[config.mk]
export PLATFORM = sky130hd
export DESIGN_NAME = ipc_capture
export DESIGN_NICKNAME = d
export VERILOG_FILES = /design/src/pkg/ipc_pkg.sv /design/src/core/ipc_edge_sel.sv /design/src/core/ipc_capture.sv
export VERILOG_INCLUDE_DIRS = /design/src /design/src/pkg
export SDC_FILE = /design/constraint.sdc
export NUM_CORES = 1
export LEC_CHECK = 0
export ABC_AREA = 1
export BUFFER_PORTS_ARGS = -buffer_cell sky130_fd_sc_hd__buf_2
export CORE_MARGIN = 5
export CORE_UTILIZATION = 55
export DETAILED_ROUTE_END_ITERATION = 6
export HOLD_SLACK_MARGIN = 0.15
export PLACE_DENSITY = 0.76
export SLEW_MARGIN = 20
export SYNTH_ARGS = -nofsm -noshare
export SYNTH_HDL_FRONTEND = slang
export SYNTH_SLANG_ARGS = --single-unit
[constraint.sdc]
create_clock -name ref_clk -period 6.7 [get_ports ref_clk]
set_input_delay 0.335 -clock ref_clk [delete_from_list [all_inputs] [get_ports ref_clk]]
set_output_delay 0.335 -clock ref_clk [all_outputs]
set_load 0.005 [all_outputs]
[src/pkg/ipc_defines.svh]
// offsets, field positions, reset values and counts of the input capture unit
`ifndef IPC_DEFINES_SVH
`define IPC_DEFINES_SVH

// register indices; byte address is four times the index
`define IPC_IDX_CSR      8'h56
`define IPC_IDX_TRIG1    8'h58
`define IPC_IDX_SRC1     8'h59
`define IPC_IDX_LSB1     8'h5A
`define IPC_IDX_MSB1     8'h5B
`define IPC_IDX_TRIG2    8'h5C
`define IPC_IDX_SRC2     8'h5D
`define IPC_IDX_LSB2     8'h5E
`define IPC_IDX_MSB2     8'h5F

// control/status field positions, c is the channel index 0 or 1
`define IPC_CSR_TEST     1:0
`define IPC_BIT_START(c) (5 + 2 * (c))
`define IPC_BIT_STOP(c)  (4 + 2 * (c))
`define IPC_BIT_ROLL(c)  (2 + (c))

// trigger field codes
`define IPC_MODE_OFF     2'h0
`define IPC_MODE_SS      2'h1
`define IPC_MODE_FREE    2'h2
`define IPC_MODE_RUS     2'h3
`define IPC_LAT_STOP     0
`define IPC_LAT_START    1
`define IPC_EDGE_RISE    0
`define IPC_EDGE_FALL    1
`define IPC_TEST_ON      2'h3

// reset values and counter limits
`define IPC_CSR_RST      8'h00
`define IPC_TRIG_RST     8'h00
`define IPC_SRC_RST      8'h00
`define IPC_CNT_MAX      16'hFFFF
`define IPC_CNT_ZERO     16'h0000

`endif

[src/pkg/ipc_pkg.sv]
// types of the input capture unit
`default_nettype none
package ipc_pkg;

  // classic wishbone request from the master
  typedef struct packed {
    logic        cyc;
    logic        stb;
    logic        we;
    logic [3:0]  sel;
    logic [31:0] adr;
    logic [31:0] dat;
  } ipc_wb_req_t;

  // counter run state of one channel
  typedef enum logic [2:0] {
    IPC_RUN_OFF  = 3'h1,
    IPC_RUN_ON   = 3'h2,
    IPC_RUN_HALT = 3'h4
  } ipc_run_t;

  typedef struct packed {
    logic [1:0] mode;
    logic [1:0] latSel;
    logic [1:0] startEdge;
    logic [1:0] stopEdge;
  } ipc_trig_t;

  // pin index is {port, bit}: port C,D,F,G and bit 1,3,5,7
  typedef struct packed {
    logic [3:0] startPin;
    logic [3:0] stopPin;
  } ipc_src_t;

  typedef struct packed {
    ipc_trig_t   trig;
    ipc_src_t    src;
    ipc_run_t    run;
    logic [15:0] cnt;
    logic [15:0] lat;
    logic [7:0]  hold;
    logic        startFlg;
    logic        stopFlg;
    logic        rollFlg;
    logic        startEn;
    logic        stopEn;
  } ipc_chan_t;

  typedef struct packed {
    ipc_chan_t [1:0] ch;
    logic [1:0]      testMode;
    logic            ack;
    logic [7:0]      dat;
    logic            irq;
  } ipc_state_t;

  typedef struct packed {
    logic prev;
  } ipc_edge_t;

endpackage : ipc_pkg
`default_nettype wire

[src/core/ipc_edge_sel.sv]
// pin selection and edge detection for one start or stop input
`timescale 1ns/10ps
`default_nettype none
`include "ipc_defines.svh"

module ipc_edge_sel (
  // clock and reset
  input  wire logic        ref_clk,
  input  wire logic        sys_rst,
  // pins and selection
  input  wire logic [15:0] portPins,
  input  wire logic [3:0]  pinSel,
  input  wire logic [1:0]  edgeSel,
  // condition pulse
  output logic             cond
);

  ipc_pkg::ipc_edge_t st_r;
  ipc_pkg::ipc_edge_t st_nxt;
  logic               level;

  always_comb begin
    level      = portPins[pinSel];
    st_nxt     = st_r;
    st_nxt.prev = level;
    cond = (edgeSel[`IPC_EDGE_RISE] && level && !st_r.prev) ||
           (edgeSel[`IPC_EDGE_FALL] && !level && st_r.prev);
  end

  always_ff @(posedge ref_clk or posedge sys_rst) begin
    if (sys_rst) begin
      st_r <= '0;
    end else begin
      st_r <= st_nxt;
    end
  end

endmodule : ipc_edge_sel
`default_nettype wire

[src/core/ipc_capture.sv]
// two-channel input capture unit with a classic wishbone register slave
//
// Implementation choice: the Wishbone interface to the registers.
`timescale 1ns/10ps
`default_nettype none
`include "ipc_defines.svh"

////////////////////////////////////////////////////////////////////////////////
// What this block does
// RL1: start-stop mode: Start runs, Stop halts counter
// RL2: one latch per channel, newer capture overwrites
// RL3: software clears counter before start-stop measurement
// RL4: free mode counts always; conditions only latch and set flags
// RL5: free mode conditions serve as interrupt sources
// RL6: run-until-stop counts from enable to Stop
// RL7: halted run-until-stop counter resumes only after software enable
// RL8: status bit 7/6: channel 2 Start/Stop
// RL9: status bit 5/4: channel 1 Start/Stop
// RL10: status bit 3/2: channel 2/1 rollover
// RL11: status read clears flags and interrupt, not enables
// RL12: write bits 7:4 set Start/Stop interrupt enables
// RL13: write bit 3 clears channel 2 counter
// RL14: write bit 2 clears channel 1 counter
// RL15: test code 11 counts bytes without carry
// RL16: 16-bit counter advanced by prescaler tap
// RL17: latch select: never, Stop, Start, either
// RL18: counter never auto-cleared, wraps setting rollover
// RL19: low byte read holds matching high byte
// RL20: interrupt while enabled flag set, cleared by read
module ipc_capture (
  // clock and reset
  input  wire logic                 ref_clk,
  input  wire logic                 sys_rst,
  // wishbone slave
  input  wire ipc_pkg::ipc_wb_req_t wbReq,
  output logic                      wbAck,
  output logic [31:0]               wbDat,
  // measured signals and prescaler tap
  input  wire logic [15:0]          portPins,
  input  wire logic                 prescTick,
  // capture interrupt request
  output logic                      captureIrq
);

  ipc_pkg::ipc_state_t st_r;
  ipc_pkg::ipc_state_t st_nxt;
  logic [1:0]          startC;
  logic [1:0]          stopC;
  logic [1:0]          trigWr;
  logic [1:0]          srcWr;
  logic [1:0]          lsbRd;
  logic [1:0]          msbRd;
  logic [1:0]          cntGo;
  logic                req;
  logic                wrReq;
  logic                csrWr;
  logic                csrRd;

  function automatic logic hitIdx(input logic [31:0] adr, input logic [7:0] idx);
    return (adr[31:10] == 22'h0) && (adr[9:2] == idx);
  endfunction : hitIdx

  function automatic logic [7:0] statusByte(input ipc_pkg::ipc_state_t s);
    return {s.ch[1].startFlg, s.ch[1].stopFlg,                 // [RL8]
            s.ch[0].startFlg, s.ch[0].stopFlg,                 // [RL9]
            s.ch[1].rollFlg, s.ch[0].rollFlg, 2'h0};           // [RL10]
  endfunction : statusByte

  //////////////////////////////////////////////////////////////////////////////
  // bus decode: one access per request, answered on the next edge
  assign req   = wbReq.cyc && wbReq.stb && !st_r.ack;
  assign wrReq = req && wbReq.we && wbReq.sel[0];
  assign csrWr = wrReq && hitIdx(wbReq.adr, `IPC_IDX_CSR);
  assign csrRd = req && !wbReq.we && hitIdx(wbReq.adr, `IPC_IDX_CSR);

  //////////////////////////////////////////////////////////////////////////////
  // per-channel inputs, decode and count enable
  for (genvar g = 0; g < 2; g++) begin : g_chan
    ipc_edge_sel u_start (
      .ref_clk  (ref_clk),
      .sys_rst  (sys_rst),
      .portPins (portPins),
      .pinSel   (st_r.ch[g].src.startPin),
      .edgeSel  (st_r.ch[g].trig.startEdge),
      .cond     (startC[g])
    );
    ipc_edge_sel u_stop (
      .ref_clk  (ref_clk),
      .sys_rst  (sys_rst),
      .portPins (portPins),
      .pinSel   (st_r.ch[g].src.stopPin),
      .edgeSel  (st_r.ch[g].trig.stopEdge),
      .cond     (stopC[g])
    );

    assign trigWr[g] = wrReq &&
      hitIdx(wbReq.adr, (g == 0) ? `IPC_IDX_TRIG1 : `IPC_IDX_TRIG2);
    assign srcWr[g] = wrReq &&
      hitIdx(wbReq.adr, (g == 0) ? `IPC_IDX_SRC1 : `IPC_IDX_SRC2);
    assign lsbRd[g] = req && !wbReq.we &&
      hitIdx(wbReq.adr, (g == 0) ? `IPC_IDX_LSB1 : `IPC_IDX_LSB2);
    assign msbRd[g] = req && !wbReq.we &&
      hitIdx(wbReq.adr, (g == 0) ? `IPC_IDX_MSB1 : `IPC_IDX_MSB2);

    // the counter only moves on a prescaler tick
    assign cntGo[g] = prescTick &&                                         // [RL16]
      ((st_r.ch[g].trig.mode == `IPC_MODE_FREE) ||                         // [RL4]
       ((st_r.ch[g].run == ipc_pkg::IPC_RUN_ON) &&
        ((st_r.ch[g].trig.mode == `IPC_MODE_SS) ||
         (st_r.ch[g].trig.mode == `IPC_MODE_RUS))));
  end

  //////////////////////////////////////////////////////////////////////////////
  // next-state logic
  always_comb begin
    st_nxt     = st_r;
    st_nxt.ack = req;
    st_nxt.dat = 8'h00;
    if (csrWr) begin
      st_nxt.testMode = wbReq.dat[`IPC_CSR_TEST];
    end
    if (csrRd) begin
      st_nxt.dat = statusByte(st_r);
    end
    for (int i = 0; i < 2; i++) begin
      // run state
      case (st_r.ch[i].run)
        ipc_pkg::IPC_RUN_OFF,
        ipc_pkg::IPC_RUN_HALT: begin
          if ((st_r.ch[i].trig.mode == `IPC_MODE_SS) && startC[i]) begin
            st_nxt.ch[i].run = ipc_pkg::IPC_RUN_ON;                        // [RL1]
          end
        end
        ipc_pkg::IPC_RUN_ON: begin
          if (stopC[i]) begin
            st_nxt.ch[i].run = ipc_pkg::IPC_RUN_HALT;                      // [RL1] [RL6]
          end
        end
        default: begin
          st_nxt.ch[i].run = ipc_pkg::IPC_RUN_OFF;
        end
      endcase
      // a trigger write is the software enable of run-until-stop
      if (trigWr[i]) begin
        st_nxt.ch[i].trig = wbReq.dat[7:0];
        if (wbReq.dat[7:6] == `IPC_MODE_RUS) begin
          st_nxt.ch[i].run = ipc_pkg::IPC_RUN_ON;                          // [RL6] [RL7]
        end else begin
          st_nxt.ch[i].run = ipc_pkg::IPC_RUN_OFF;
        end
      end
      if (srcWr[i]) begin
        st_nxt.ch[i].src = wbReq.dat[7:0];
      end
      // counter
      if (cntGo[i]) begin
        if (st_r.testMode == `IPC_TEST_ON) begin
          st_nxt.ch[i].cnt = {st_r.ch[i].cnt[15:8] + 8'h01,
                              st_r.ch[i].cnt[7:0] + 8'h01};                // [RL15]
        end else begin
          st_nxt.ch[i].cnt = st_r.ch[i].cnt + 16'h0001;                    // [RL18]
        end
      end
      // count latch, a newer capture simply overwrites
      if ((st_r.ch[i].trig.latSel[`IPC_LAT_STOP] && stopC[i]) ||
          (st_r.ch[i].trig.latSel[`IPC_LAT_START] && startC[i])) begin
        st_nxt.ch[i].lat = st_r.ch[i].cnt;                                 // [RL2] [RL17]
      end
      // low byte read freezes the high byte against a later capture
      if (lsbRd[i]) begin
        st_nxt.ch[i].hold = st_r.ch[i].lat[15:8];                          // [RL19]
        st_nxt.dat        = st_r.ch[i].lat[7:0];
      end
      if (msbRd[i]) begin
        st_nxt.dat = st_r.ch[i].hold;                                      // [RL19]
      end
      // flags: clear on read, a same-cycle event wins
      if (csrRd) begin
        st_nxt.ch[i].startFlg = 1'b0;                                      // [RL11]
        st_nxt.ch[i].stopFlg  = 1'b0;
        st_nxt.ch[i].rollFlg  = 1'b0;
      end
      if (startC[i]) begin
        st_nxt.ch[i].startFlg = 1'b1;                                      // [RL5]
      end
      if (stopC[i]) begin
        st_nxt.ch[i].stopFlg = 1'b1;                                       // [RL5]
      end
      if (cntGo[i] && (st_r.ch[i].cnt == `IPC_CNT_MAX)) begin
        st_nxt.ch[i].rollFlg = 1'b1;                                       // [RL18]
      end
      // enables and counter clear; the counter is cleared nowhere else
      if (csrWr) begin
        st_nxt.ch[i].startEn = wbReq.dat[`IPC_BIT_START(i)];               // [RL12]
        st_nxt.ch[i].stopEn  = wbReq.dat[`IPC_BIT_STOP(i)];                // [RL12]
        if (wbReq.dat[`IPC_BIT_ROLL(i)]) begin
          st_nxt.ch[i].cnt     = `IPC_CNT_ZERO;                            // [RL13] [RL14]
          st_nxt.ch[i].rollFlg = 1'b0;                                     // [RL13] [RL14]
        end
      end
    end
    st_nxt.irq = (st_nxt.ch[0].startFlg && st_nxt.ch[0].startEn) ||       // [RL20]
                 (st_nxt.ch[0].stopFlg && st_nxt.ch[0].stopEn) ||
                 (st_nxt.ch[1].startFlg && st_nxt.ch[1].startEn) ||
                 (st_nxt.ch[1].stopFlg && st_nxt.ch[1].stopEn);
  end

  //////////////////////////////////////////////////////////////////////////////
  // state register
  always_ff @(posedge ref_clk or posedge sys_rst) begin
    if (sys_rst) begin
      st_r                  <= '0;
      st_r.ch[0].run        <= ipc_pkg::IPC_RUN_OFF;
      st_r.ch[1].run        <= ipc_pkg::IPC_RUN_OFF;
      st_r.ch[0].trig       <= `IPC_TRIG_RST;
      st_r.ch[1].trig       <= `IPC_TRIG_RST;
      st_r.ch[0].src        <= `IPC_SRC_RST;
      st_r.ch[1].src        <= `IPC_SRC_RST;
      st_r.testMode         <= 2'h0;
    end else begin
      st_r <= st_nxt;
    end
  end

  assign wbAck      = st_r.ack;
  assign wbDat      = {24'h000000, st_r.dat};
  assign captureIrq = st_r.irq;

  for (genvar g = 0; g < 2; g++) begin : g_chk

  end
endmodule : ipc_capture
`default_nettype wire

# Word-level counts from Yosys, hierarchy flattened

Index checks and enable logic that the tools add are counted.

Output and inout port bits: 34
Input bits: 90
Word-level logic and storage cells: 203
Register bits after elaboration: 144

Equality and inequality tests: 29
$add $sub $neg: 6
Muxes and demuxes: 42
$lt $le $gt $ge: 4
Reductions and logical operators: 84

Operators with widths:

| kind                  | count |
|---|---|
| $mux 16               | 8 |
| $eq 8x7->1 const B    | 9 |
| $logic_and 1x1->1     | 56 |
| $mux 8                | 5 |
| $add 16x1->16 const B | 2 |
| $add 8x1->8 const B   | 4 |
| $eq 16x16->1 const B  | 2 |
| $mux 3                | 10 |
| $logic_not 22->1      | 1 |
| $lt 4x5->1 const B    | 4 |
| $bmux 1 s4            | 4 |
| $logic_or 1x1->1      | 13 |
| $eq 2x2->1 const B    | 6 |
| $mux 1                | 12 |
| $pmux 3 s2            | 2 |
| $logic_not 1->1       | 10 |
| $eq 3x1->1 const B    | 2 |
| $eq 3x2->1 const B    | 2 |
| $eq 3x3->1 const B    | 2 |
| $ne 3x2->1 const B    | 2 |
| $ne 3x3->1 const B    | 2 |
| $eq 2x1->1 const B    | 2 |
| $reduce_and 2->1      | 2 |
| $reduce_or 2->1       | 2 |
| $mux 2                | 1 |

# Logic depth before layout (Yosys ltp)

Gate-level depths: netlist of run 1.

Depth in word-level cells: 13
Depth in mapped cells: 14

# Hierarchy

From an unflattened synthesis of run 1, not the netlist that was laid out.

Cell total of the unflattened synthesis: 1,074
Area, all modules: 8,097.8 sq um

Modules (own cells, without submodules):

| module       | sequential area each (sq um) | cells an instance | area an instance (sq um) | instances |
|---|---|---|---|---|
| ipc_capture  | 3,505.9                      | 838               | 6,846.6                  | 1 |
| ipc_edge_sel | 25.0                         | 59                | 312.8                    | 4 |

# Worst setup path before layout of run 1

OpenSTA, ideal clock, no wires.

Path type: register -> register
From: register st_r[57] in the netlist's numbering
To: register st_r[47] in the netlist's numbering
Library setup time: 0.063 ns
Cell stages (with the launch flop): 10
Arrival: 1.598 ns
Setup slack: 5.039 ns
Cells stage by stage: dfstp_2 nor2_1 nand2_1 inv_1 o21ai_2 clkinv_1 nand2_1 xor2_1 or2_2 inv_1

RTL lines:

| item                   | line               | source |
|---|---|---|
| start, declared        | ipc_capture.sv:45  | `ipc_pkg::ipc_state_t st_r;` |
| start signal, assigned | ipc_capture.sv:221 | `st_r <= st_nxt;` |

# Worst setup path after layout of run 1

From: register st_r[124] in the netlist's numbering
To: register st_r[97] in the netlist's numbering

Longest elaborated chain between the ends: 8
Elaborated cells between the ends (all ways): 10

RTL lines:

| item                           | line               | source |
|---|---|---|
| $bmux 1 s4 *                   | ipc_edge_sel.sv:23 | `level = portPins[pinSel];` |
| $mux 1 (not written as such) * | ipc_edge_sel.sv:23 |  |
| via g_chan[1].u_stop.level     | ipc_edge_sel.sv:20 | `logic level;` |
| $logic_not 1->1                | ipc_edge_sel.sv:27 | `` (edgeSel[`IPC_EDGE_FALL] && !level && st_r.prev); `` |
| $logic_and 1x1->1 (2 in a row) | ipc_edge_sel.sv:27 |  |
| $logic_or 1x1->1 *             | ipc_edge_sel.sv:26 | `` cond = (edgeSel[`IPC_EDGE_RISE] && level && !st_r.prev) \|\| `` |
| $logic_and 1x1->1 *            | ipc_capture.sv:165 | `` if ((st_r.ch[i].trig.latSel[`IPC_LAT_STOP] && stopC[i]) \|\| `` |
| $logic_or 1x1->1 *             | ipc_capture.sv:165 |  |

Mark *: on every way through the listed nets, which the timed path passes. The rest lies on a longest branch. The select of a mux whose other input is x is not followed.
A chain may end at the register's enable or synchronous reset.

==> results.toml, run 1 <==
[synthesis]
synthAdderAreaFrac_pct = 0.645
yosys.area_share.simple_pct = 31.1
yosys.area.top_type = "dfrtp_1"
post_synth_instance_area_um2 = 7760
ys.flop_type = "dfrtp_1"
synth-compound-area-share_pct = 6.30
avgSynthCellArea_um2 = 7.98
synthTopCellsByCount = "282 x nand2_1, 142 x dfrtp_1, 117 x nand3_1"
synth_async_sr_flop_share_pct = 100
muxShareOfSynthArea_pct = 2.24
synth_xor_area_share_pct = 2.26
ys_ff_latch = 144
yosys_warnings = 0
postSynthCellCount = 973
synth.most_common_cell = "nand2_1"
synth_top_family_by_area = "simple AND/OR/NAND/NOR gates"
yosys.area.top_type_share_pct = 45.8
synth_area_leaders = "dfrtp_1 46%, nand2_1 14%, nand3_1 7.5%, inv_1 5.3%, buf_4 3.5%"
synth_cell_types = 48
synth_edf_count = 0
ys_seq_area_share_pct = 46.4

[finish]
area_delta_synth_final_pct = 12.1
diodes = 0
fin_nets = 1128
drive_gt1_share_pct = 15.2
nFillCells = 1184
final_util_pct = 62.7

[clock_tree]
cts_made_buffers = 17
clkLatencyLatePin_ns = 0.43
clk_path_buf_depth = 2
cts_root_buffer = "clkbuf_16"
cts_tree = "yes"
cts.clk_slew.worst_paths_ns = 0.06
htree_num_levels = 4
post_cts_buffers = 0
cts.sinks = 144

[floorplanning]
core_area_um2 = 13900
start_util_pct = 55.9
placementRows = 43
die_w_um = 129
die_area_um2 = 16600
pin_count = 124
fp.dieH_um = 129

[worst_setup_path]
cpPeakStageDelay_ns = 0.67
cp.arrival_ns = 2.95
endpoint_kind = "flip-flop"
cp-start-kind = "flip-flop"
timing.critical_path.mode_cell = "nand2_1"
crit_chain = "inv_2 > nand2_1 > nand3_1 > nand3_1 > nand3b_1 > nand2_1 > nand2_1 > nand3_1 > nand2_1 > nand2_1 > nand2_1"
critPathKind = "flip-flop to flip-flop"
crit_fanout = 20
critPathSlowestCell = "nand2_1"
crit_required_ns = 7.06

[drt]
wire_per_inst_um = 14.7
ant_nets = 0
wl_mm = 18.1
dr.pass1.iters = 5
via_per_inst = 5.25
first_iter_violations = 614
vias = 6442
remaining_drc_errors = 0

[hold_path]
hold_class = "primary input to flip-flop"

[sta]
fin_skew_ns = 0.00899
setup-tns-final_ns = 0
fin_crit_sh_pct = 38.7
hold_viol = 0
slew_headroom_pct = 56.6
rsz0062_at_grt = "false"
setup_viol = 0
hold-worst-slack_ns = 0.253
post-route-min-period_ns = 2.59
tightest_slew_ns = 0.650
finalMaxSlewViolations = 0
max_freq_mhz = 386

[flow_run]
cap_violations = 0

[grt]
use_met2_pct = 36.3
grt.met1_usage_pct = 31.7
antenna_found_initial = 0
globalRouteTotalUtil_pct = 22.8
met3_usage_pct = 4.40
grt_pass1_vias = 6159
grt_overflow = 0
gr-max-usage-layer = "met2"
grt_max_degree = 79
grt_first_pass_wirelength_mm = 30.0

[pwr]
power_density_nw_per_um2 = 225
p_leak_nw = 4.72
power_mw = 1.96
ir_worst_vdd_mv = 0.169

[placement]
gp_congestion = 0.920
io_buffer_count = 70
hpwl_mm = 12.6

[outcome]
outcome = "finished, final reports clean"
==> placed cells by master, fill, tap and decap left out, drive strengths merged, types with 2 or more instances in the layout <==
cell type / instances
nand2: 289
dfrtp: 142
nand3: 126
inv: 120
buf: 72
nor2: 71
o21ai: 65
conb: 24
clkbuf: 20
xor2: 16
a21oi: 14
nor3: 12
nand4: 12
mux2i: 8
mux2: 8
or2: 7
clkinvlp: 6
xnor2: 4
nor4: 4
ha: 4
bufinv: 4
o22ai: 3
nand3b: 3
o211a: 2
a31oi: 2
dfstp: 2
==> stage by stage <==
step | setup slack (ns) | cells | area (um2)
2_1_floorplan | 2.50 | 996 | 7850
3_3_place_gp | 4.12 | 1193 | 8040
3_5_place_dp | 4.10 | 1193 | 8040
4_1_cts | 4.17 | 1226 | 8680
5_1_grt | 3.77 | 1227 | 8700
6_report | 4.11 | 1227 | 8700
==> path summary, 6_finish.rpt <==
path | start | to | slack (ns) | cells after the start
setup / recovery | st_r[124] | st_r[97] | 4.11 | 11
hold / removal | wbReq[70] | wbAck | 0.25 | 3
setup reg to reg | st_r[124] | st_r[97] | 4.11 | 11
hold reg to reg | st_r[121] | st_r[121] | 0.47 | 2
max in group asynchronous | sys_rst | st_r[81] | 5.08 | 5
min in group asynchronous | sys_rst | st_r[46] | 0.52 | 3
==> cell type report <==
cell class	count	area, um2	area share, %
timing repair buffer	73	395	4.54
clock buffer	20	447	5.13
tap	180	225	2.59
sequential	144	3610	41.4
clock inverter	12	183	2.10
multi-input combinational	679	3390	38.9
inverter	119	459	5.28
==> what timing repair did <==
| item | 4_1_cts | 5_1_grt |
|---|---|---|
| resized for setup | 0 | 0 |
| hold buffers | 1 | 0 |
| endpoints found under the setup margin | 0 | 0 |
| hold endpoints to repair | 64 | 0 |
==> cell families (layout without fill, tap and decap cells) <==
group | count (synthesis) | after routing
mux | 16 | 16
flops | 144 | 144
compound gates | 90 | 90
xor+xnor | 20 | 20
fa+ha+maj | 4 | 4
simple gates | 525 | 525
buf+inv | 173 | 224
other cells | 1 | 24
==> critical path, delay by kind of cell, from the launching register on <==
kind / cells / cell delay, ns
buffers and inverters: 1 / 0.16
AND/OR/NAND/NOR: 10 / 1.88
flip-flops: 1 / 0.48
==> routing by layer <==
metal | share of wire, % | vias to the layer above
li1 | - | 3187
met1 | 45 | 3019
met2 | 47 | 211
met3 | 6.2 | 25
met4 | 1.4 | 0
met5 | 0 | -
==> registers in the layout (all words and copies together), names as in the netlist <==
register             flops
captureIrq               1
st_r                   130
wbDat                    8
g_chan.u_start.st_r      2
g_chan.u_stop.st_r       2
wbAck                    1
==> report_power, final <==
group	leakage [nW]	internal (mW)	switching (mW)
combinational	2.53	0.0242	0.0565
sequential	1.91	0.872	0.000871
clock	0.286	0.634	0.370
total	4.72	1.53	0.427
(Power assumes the default switching activity.)
==> run 2: changes to the inputs <==
==> constraint.sdc (replaced) <==
create_clock -name ref_clk -period 2.6 [get_ports ref_clk]
set_input_delay 0.13 -clock ref_clk [delete_from_list [all_inputs] [get_ports ref_clk]]
set_output_delay 0.13 -clock ref_clk [all_outputs]
set_load 0.005 [all_outputs]
==> run 2 against run 1 <==
  * Clock power increased to 2.6 times the previous value
  * Register-to-register slack worse by 3.7 ns
  * Worst hold slack lost 0.098 ns
  * Largest cell class unchanged
==> results.toml, run 2 (synthesized netlist as in run 1, its figures left out) <==
[drt]
dr.pass1.iters = 7
wl_mm = 18.1
wire_per_inst_um = 14.6
vias = 6486
ant_nets = 0
first_iter_violations = 578
via_per_inst = 5.23
remaining_drc_errors = 0

[grt]
grt_pass1_vias = 6097
globalRouteTotalUtil_pct = 22.7
grt_max_degree = 145
antenna_found_initial = 0
grt_first_pass_wirelength_mm = 29.7
grt_overflow = 0

[sta]
tightest_slew_ns = 0.793
slew_headroom_pct = 47.1
fin_skew_ns = 0.00855
finalMaxSlewViolations = 0
hold_viol = 0
rsz0062_at_grt = "false"
post-route-min-period_ns = 2.17
max_freq_mhz = 460
setup_viol = 0
fin_crit_sh_pct = 83.6
setup-tns-final_ns = 0

[pwr]
ir_worst_vdd_mv = 0.371
power_density_nw_per_um2 = 570
p_leak_nw = 4.78

[clock_tree]
htree_num_levels = 4
cts_tree = "yes"
cts.sinks = 144
cts.clk_slew.worst_paths_ns = 0.06
clk_path_buf_depth = 2
cts_made_buffers = 17
clkLatencyLatePin_ns = 0.43
cts_root_buffer = "clkbuf_16"

[placement]
io_buffer_count = 70
dpl_cell_area_um2 = 8080
hpwl_mm = 12.7
gp_congestion = 0.925

[worst_setup_path]
cp-start-kind = "flip-flop"
crit_required_ns = 2.96
crit_fanout = 20
cp.arrival_ns = 2.54
endpoint_kind = "flip-flop"
critPathKind = "flip-flop to flip-flop"

[finish]
fin_nets = 1140
stdcell_area_um2 = 8800
largest_reg_flops = 130
area_delta_synth_final_pct = 13.3
diodes = 0
final_common_cell = "nand2_1"
final_util_pct = 63.4
layout_common_cells = "282 x nand2_1, 142 x dfrtp_1, 117 x nand3_1, 108 x inv_1, 70 x buf_2"
top_register = "st_r"
drive_gt1_share_pct = 15.5

[flow_run]
cap_violations = 0

[floorplanning]
core_area_um2 = 13900
die_area_um2 = 16600
die_w_um = 129
pin_count = 124
placementRows = 43
start_util_pct = 55.9
fp.dieH_um = 129

[hold_path]
hold_class = "primary input to flip-flop"

[outcome]
outcome = "finished, final reports clean"
run 2: path summary, 6_finish.rpt:
| path | from | endpoint | slack [ns] | depth (start not counted) |
|---|---|---|---|---|
| setup / recovery | wbAck | wbDat[0] | 0.43 | 9 |
| hold / removal | wbReq[2] | st_r[134] | 0.15 | 3 |
| setup reg to reg | wbAck | wbDat[0] | 0.43 | 9 |
| hold reg to reg | st_r[121] | st_r[121] | 0.48 | 2 |
| max in group asynchronous | sys_rst | st_r[93] | 1.56 | 4 |
| min in group asynchronous | sys_rst | st_r[43] | 0.43 | 4 |
run 2: final cells by class:
| type | instances | area [um2] |
|---|---|---|
| clock buffers | 18 | 439 |
| clock inverters | 14 | 179 |
| fillers | 1200 | 5080 |
| inverters | 119 | 458 |
| multi-input cells | 679 | 3390 |
| flip-flops and latches | 144 | 3610 |
| well taps | 180 | 225 |
| repair buffers | 85 | 500 |
run 2: per-stage QoR:
| stage | std cells | power [mW] | hold WS [ns] | setup slack [ns] |
|---|---|---|---|---|
| final | 1239 | 5.01 | 0.155 | 0.427 |
| after global placement | 1197 | 2.49 | 0.423 | 0.380 |
| after floorplan | 996 | 2.42 | 0.320 | 0.667 |
| after CTS | 1239 | 5.04 | 0.165 | 0.396 |
| after detailed placement | 1197 | 2.49 | 0.424 | 0.375 |
| after global routing | 1239 | 5.18 | 0.151 | 0.206 |
run 2: worst max-delay path: stages (launching register included):
cell and delay [ns]:
dfrtp_1 0.40, inv_1 0.07, nand3_2 0.13, nor2_4 0.25, inv_1 0.10, nor2_1 0.17, nand3_2 0.43, o21ai_0 0.34
nor2_1 0.11, nor2_1 0.10
run 2: where the power goes:
| group | internal, mW | leakage, nW | total (mW) | switching (mW) |
|---|---|---|---|---|
| Sequential | 2.25 | 1.91 | 2.25 | 0.00225 |
| Clock | 1.55 | 0.306 | 2.55 | 0.998 |
| Combinational | 0.0689 | 2.57 | 0.215 | 0.146 |
| Total | 3.87 | 4.78 | 5.01 | 1.15 |
run 2: what timing repair did:
item	CTS	global route
gates resized for setup	0	0
hold endpoints to repair	171	0
setup buffers	0	0
hold buffers	10	0
run 2: layer usage:
metal	track usage, %	vias to the layer above	share of wire, %
met5	0	-	0
met4	8.28	0	2.1
met3	4.94	34	7.3
met2	35.7	224	47
met1	31.0	3019	44
li1	-	3209	-
==> run 3: changes to the inputs <==
--- a/config.mk
+++ b/config.mk
@@ -9,10 +9,10 @@
 export ABC_AREA = 1
 export BUFFER_PORTS_ARGS = -buffer_cell sky130_fd_sc_hd__buf_2
 export CORE_MARGIN = 5
-export CORE_UTILIZATION = 55
+export CORE_UTILIZATION = 52
 export DETAILED_ROUTE_END_ITERATION = 6
 export HOLD_SLACK_MARGIN = 0.15
-export PLACE_DENSITY = 0.76
+export PLACE_DENSITY = 0.75
 export SLEW_MARGIN = 20
 export SYNTH_ARGS = -nofsm -noshare
 export SYNTH_HDL_FRONTEND = slang
==> constraint.sdc (replaced) <==
create_clock -name ref_clk -period 1.8 [get_ports ref_clk]
set_input_delay 0.09 -clock ref_clk [delete_from_list [all_inputs] [get_ports ref_clk]]
set_output_delay 0.09 -clock ref_clk [all_outputs]
set_load 0.005 [all_outputs]
==> run 3 against run 2 <==
  * Final cell count up 5.3%
  * Critical endpoint is now st_r[33]
  * Worst hold slack better by 0.039 ns
  * Sequential cell count unchanged
  * Largest power group unchanged
  * Combinational power up 69%
  * The flow now finishes with violations (setup timing)
  * Setup slack worse by 0.49 ns
==> results.toml, run 3 (synthesized netlist as in run 1, its figures left out) <==
[pwr]
power_mw = 7.45
seqPwrFrac_pct = 43.6
power_density_nw_per_um2 = 748
p_clk_share_pct = 51.5
pwr-share-comb_pct = 4.9
switching_share_pct = 21.7
switchingPower_mw = 1.62
p_leak_nw = 5.23
internal-power_mw = 5.83
ir_worst_vdd_mv = 0.589

[grt]
globalRouteTotalUtil_pct = 21.3
antenna_found_initial = 0
grt_max_degree = 69
grt_pass1_vias = 6412
grt_overflow = 0
grt_first_pass_wirelength_mm = 30.6

[finish]
nFillCells = 1107
layout_common_cells = "256 x nand2_1, 138 x dfrtp_1, 104 x inv_1, 70 x buf_2, 67 x nand3_1"
drive_gt1_share_pct = 28.1
largest_reg_flops = 130
diodes = 0
top_register = "st_r"
final_common_cell = "nand2_1"
seq_area_um2 = 3610
fin_nets = 1202
final_util_pct = 68.3
multi_input_area_um2 = 3890
area_delta_synth_final_pct = 28.3

[floorplanning]
fp.dieH_um = 132
pin_count = 124
die_area_um2 = 17500
core_area_um2 = 14600
start_util_pct = 53.2
die_w_um = 132
placementRows = 44

[hold_path]
hold_start = "wbReq[39]"
hold_class = "primary input to flip-flop"

[worst_setup_path]
cp-start-kind = "flip-flop"
endpoint_kind = "flip-flop"
critPathKind = "flip-flop to flip-flop"
cp.arrival_ns = 2.17
startpoint = "st_r[60]"
crit_required_ns = 2.11
ff2ff_path_depth = 11
r2r-end = "st_r[33]"
endpoint = "st_r[33]"
crit_fanout = 8
reg2reg_slack_ns = -0.06
r2r-start = "st_r[60]"

[sta]
fin_skew_ns = 0.00701
setup_viol = 16
max_freq_mhz = 537
hold-worst-slack_ns = 0.194
setup-tns-final_ns = -0.439
rsz0062_at_grt = "true"
finalWorstSetupSlack_ns = -0.0607
post-route-min-period_ns = 1.86
hold_viol = 0
finalMaxSlewViolations = 0
fin_crit_sh_pct = 103

[placement]
io_buffer_count = 70
pre_cts_ws_ns = -0.0139
hpwl_mm = 13.1
gp_congestion = 0.871

[drt]
via_per_inst = 5.41
wl_mm = 20.6
first_iter_violations = 753
dr.pass1.iters = 7
remaining_drc_errors = 0
wire_per_inst_um = 15.8
vias = 7059
ant_nets = 0

[clock_tree]
cts_root_buffer = "clkbuf_16"
clkLatencyLatePin_ns = 0.43
cts_tree = "yes"
cts.sinks = 144
cts_made_buffers = 17
htree_num_levels = 4
cts.clk_slew.worst_paths_ns = 0.06
clk_path_buf_depth = 2

[outcome]
violations = "setup timing"
outcome = "finished, violations left"

[flow_run]
cap_violations = 0
==> run 3: layout make-up <==
type / count / share of cell area, %
multi-input cells: 682 / 39.1
flip-flops and latches: 144 / 36.3
repair buffers: 144 / 11.2
inverters: 119 / 4.69
clock buffers: 19 / 4.35
well taps: 184 / 2.31
clock inverters: 13 / 2.12
==> run 3: repair_timing <==
| action | in CTS | in global routing |
|---|---|---|
| resized for setup | 8 | 130 |
| pin swaps | 1 | 62 |
| hold buffers | 14 | 0 |
| cloned | 0 | 7 |
| endpoints found under the hold margin | 182 | 0 |
| endpoints found under the setup margin | 20 | 91 |
| setup buffers | 0 | 24 |
==> run 3: worst max-delay path, cell delays in order, from the launching register on <==
cell and delay, ns:
dfrtp_2 0.47, inv_4 0.13, nand2_1 0.07, nand3_1 0.11
nand3_2 0.11, nand3_4 0.11, nand4_1 0.18, nand2_4 0.16
nand2_8 0.10, buf_12 0.16, nand3_2 0.07, nand2_1 0.06
==> run 3: worst min-delay path by stage <==
stage          endpoint  cells past startpoint
2_1_floorplan  st_r[61]                      2
3_3_place_gp   st_r[58]                      2
3_5_place_dp   st_r[58]                      2
4_1_cts        wbDat[7]                      6
5_1_grt        wbDat[7]                      6
6_report       wbDat[7]                      6
==> run 3: through the flow <==
stage	cells	instance area [um2]
after floorplan	996	7860
after global placement	1228	8360
after detailed placement	1228	8360
after CTS	1274	9160
after global routing	1305	9960
final	1305	9960
==> run 3: routing by layer <==
metal,GRT usage (%),wire length [um]
met2,34.1,9740
met4,6.50,511
met1,28.4,8570
met3,5.92,1760
met5,0,0
==> run 3: power by group through the flow <==
| stage | clock network, mW | registers (mW) | logic (mW) |
|---|---|---|---|
| after floorplan | 0 | 3.31 | 0.195 |
| after global placement | 0 | 3.31 | 0.299 |
| after detailed placement | 0 | 3.31 | 0.301 |
| after CTS | 3.87 | 3.25 | 0.326 |
| after global routing | 4.02 | 3.25 | 0.403 |
| final | 3.84 | 3.25 | 0.363 |
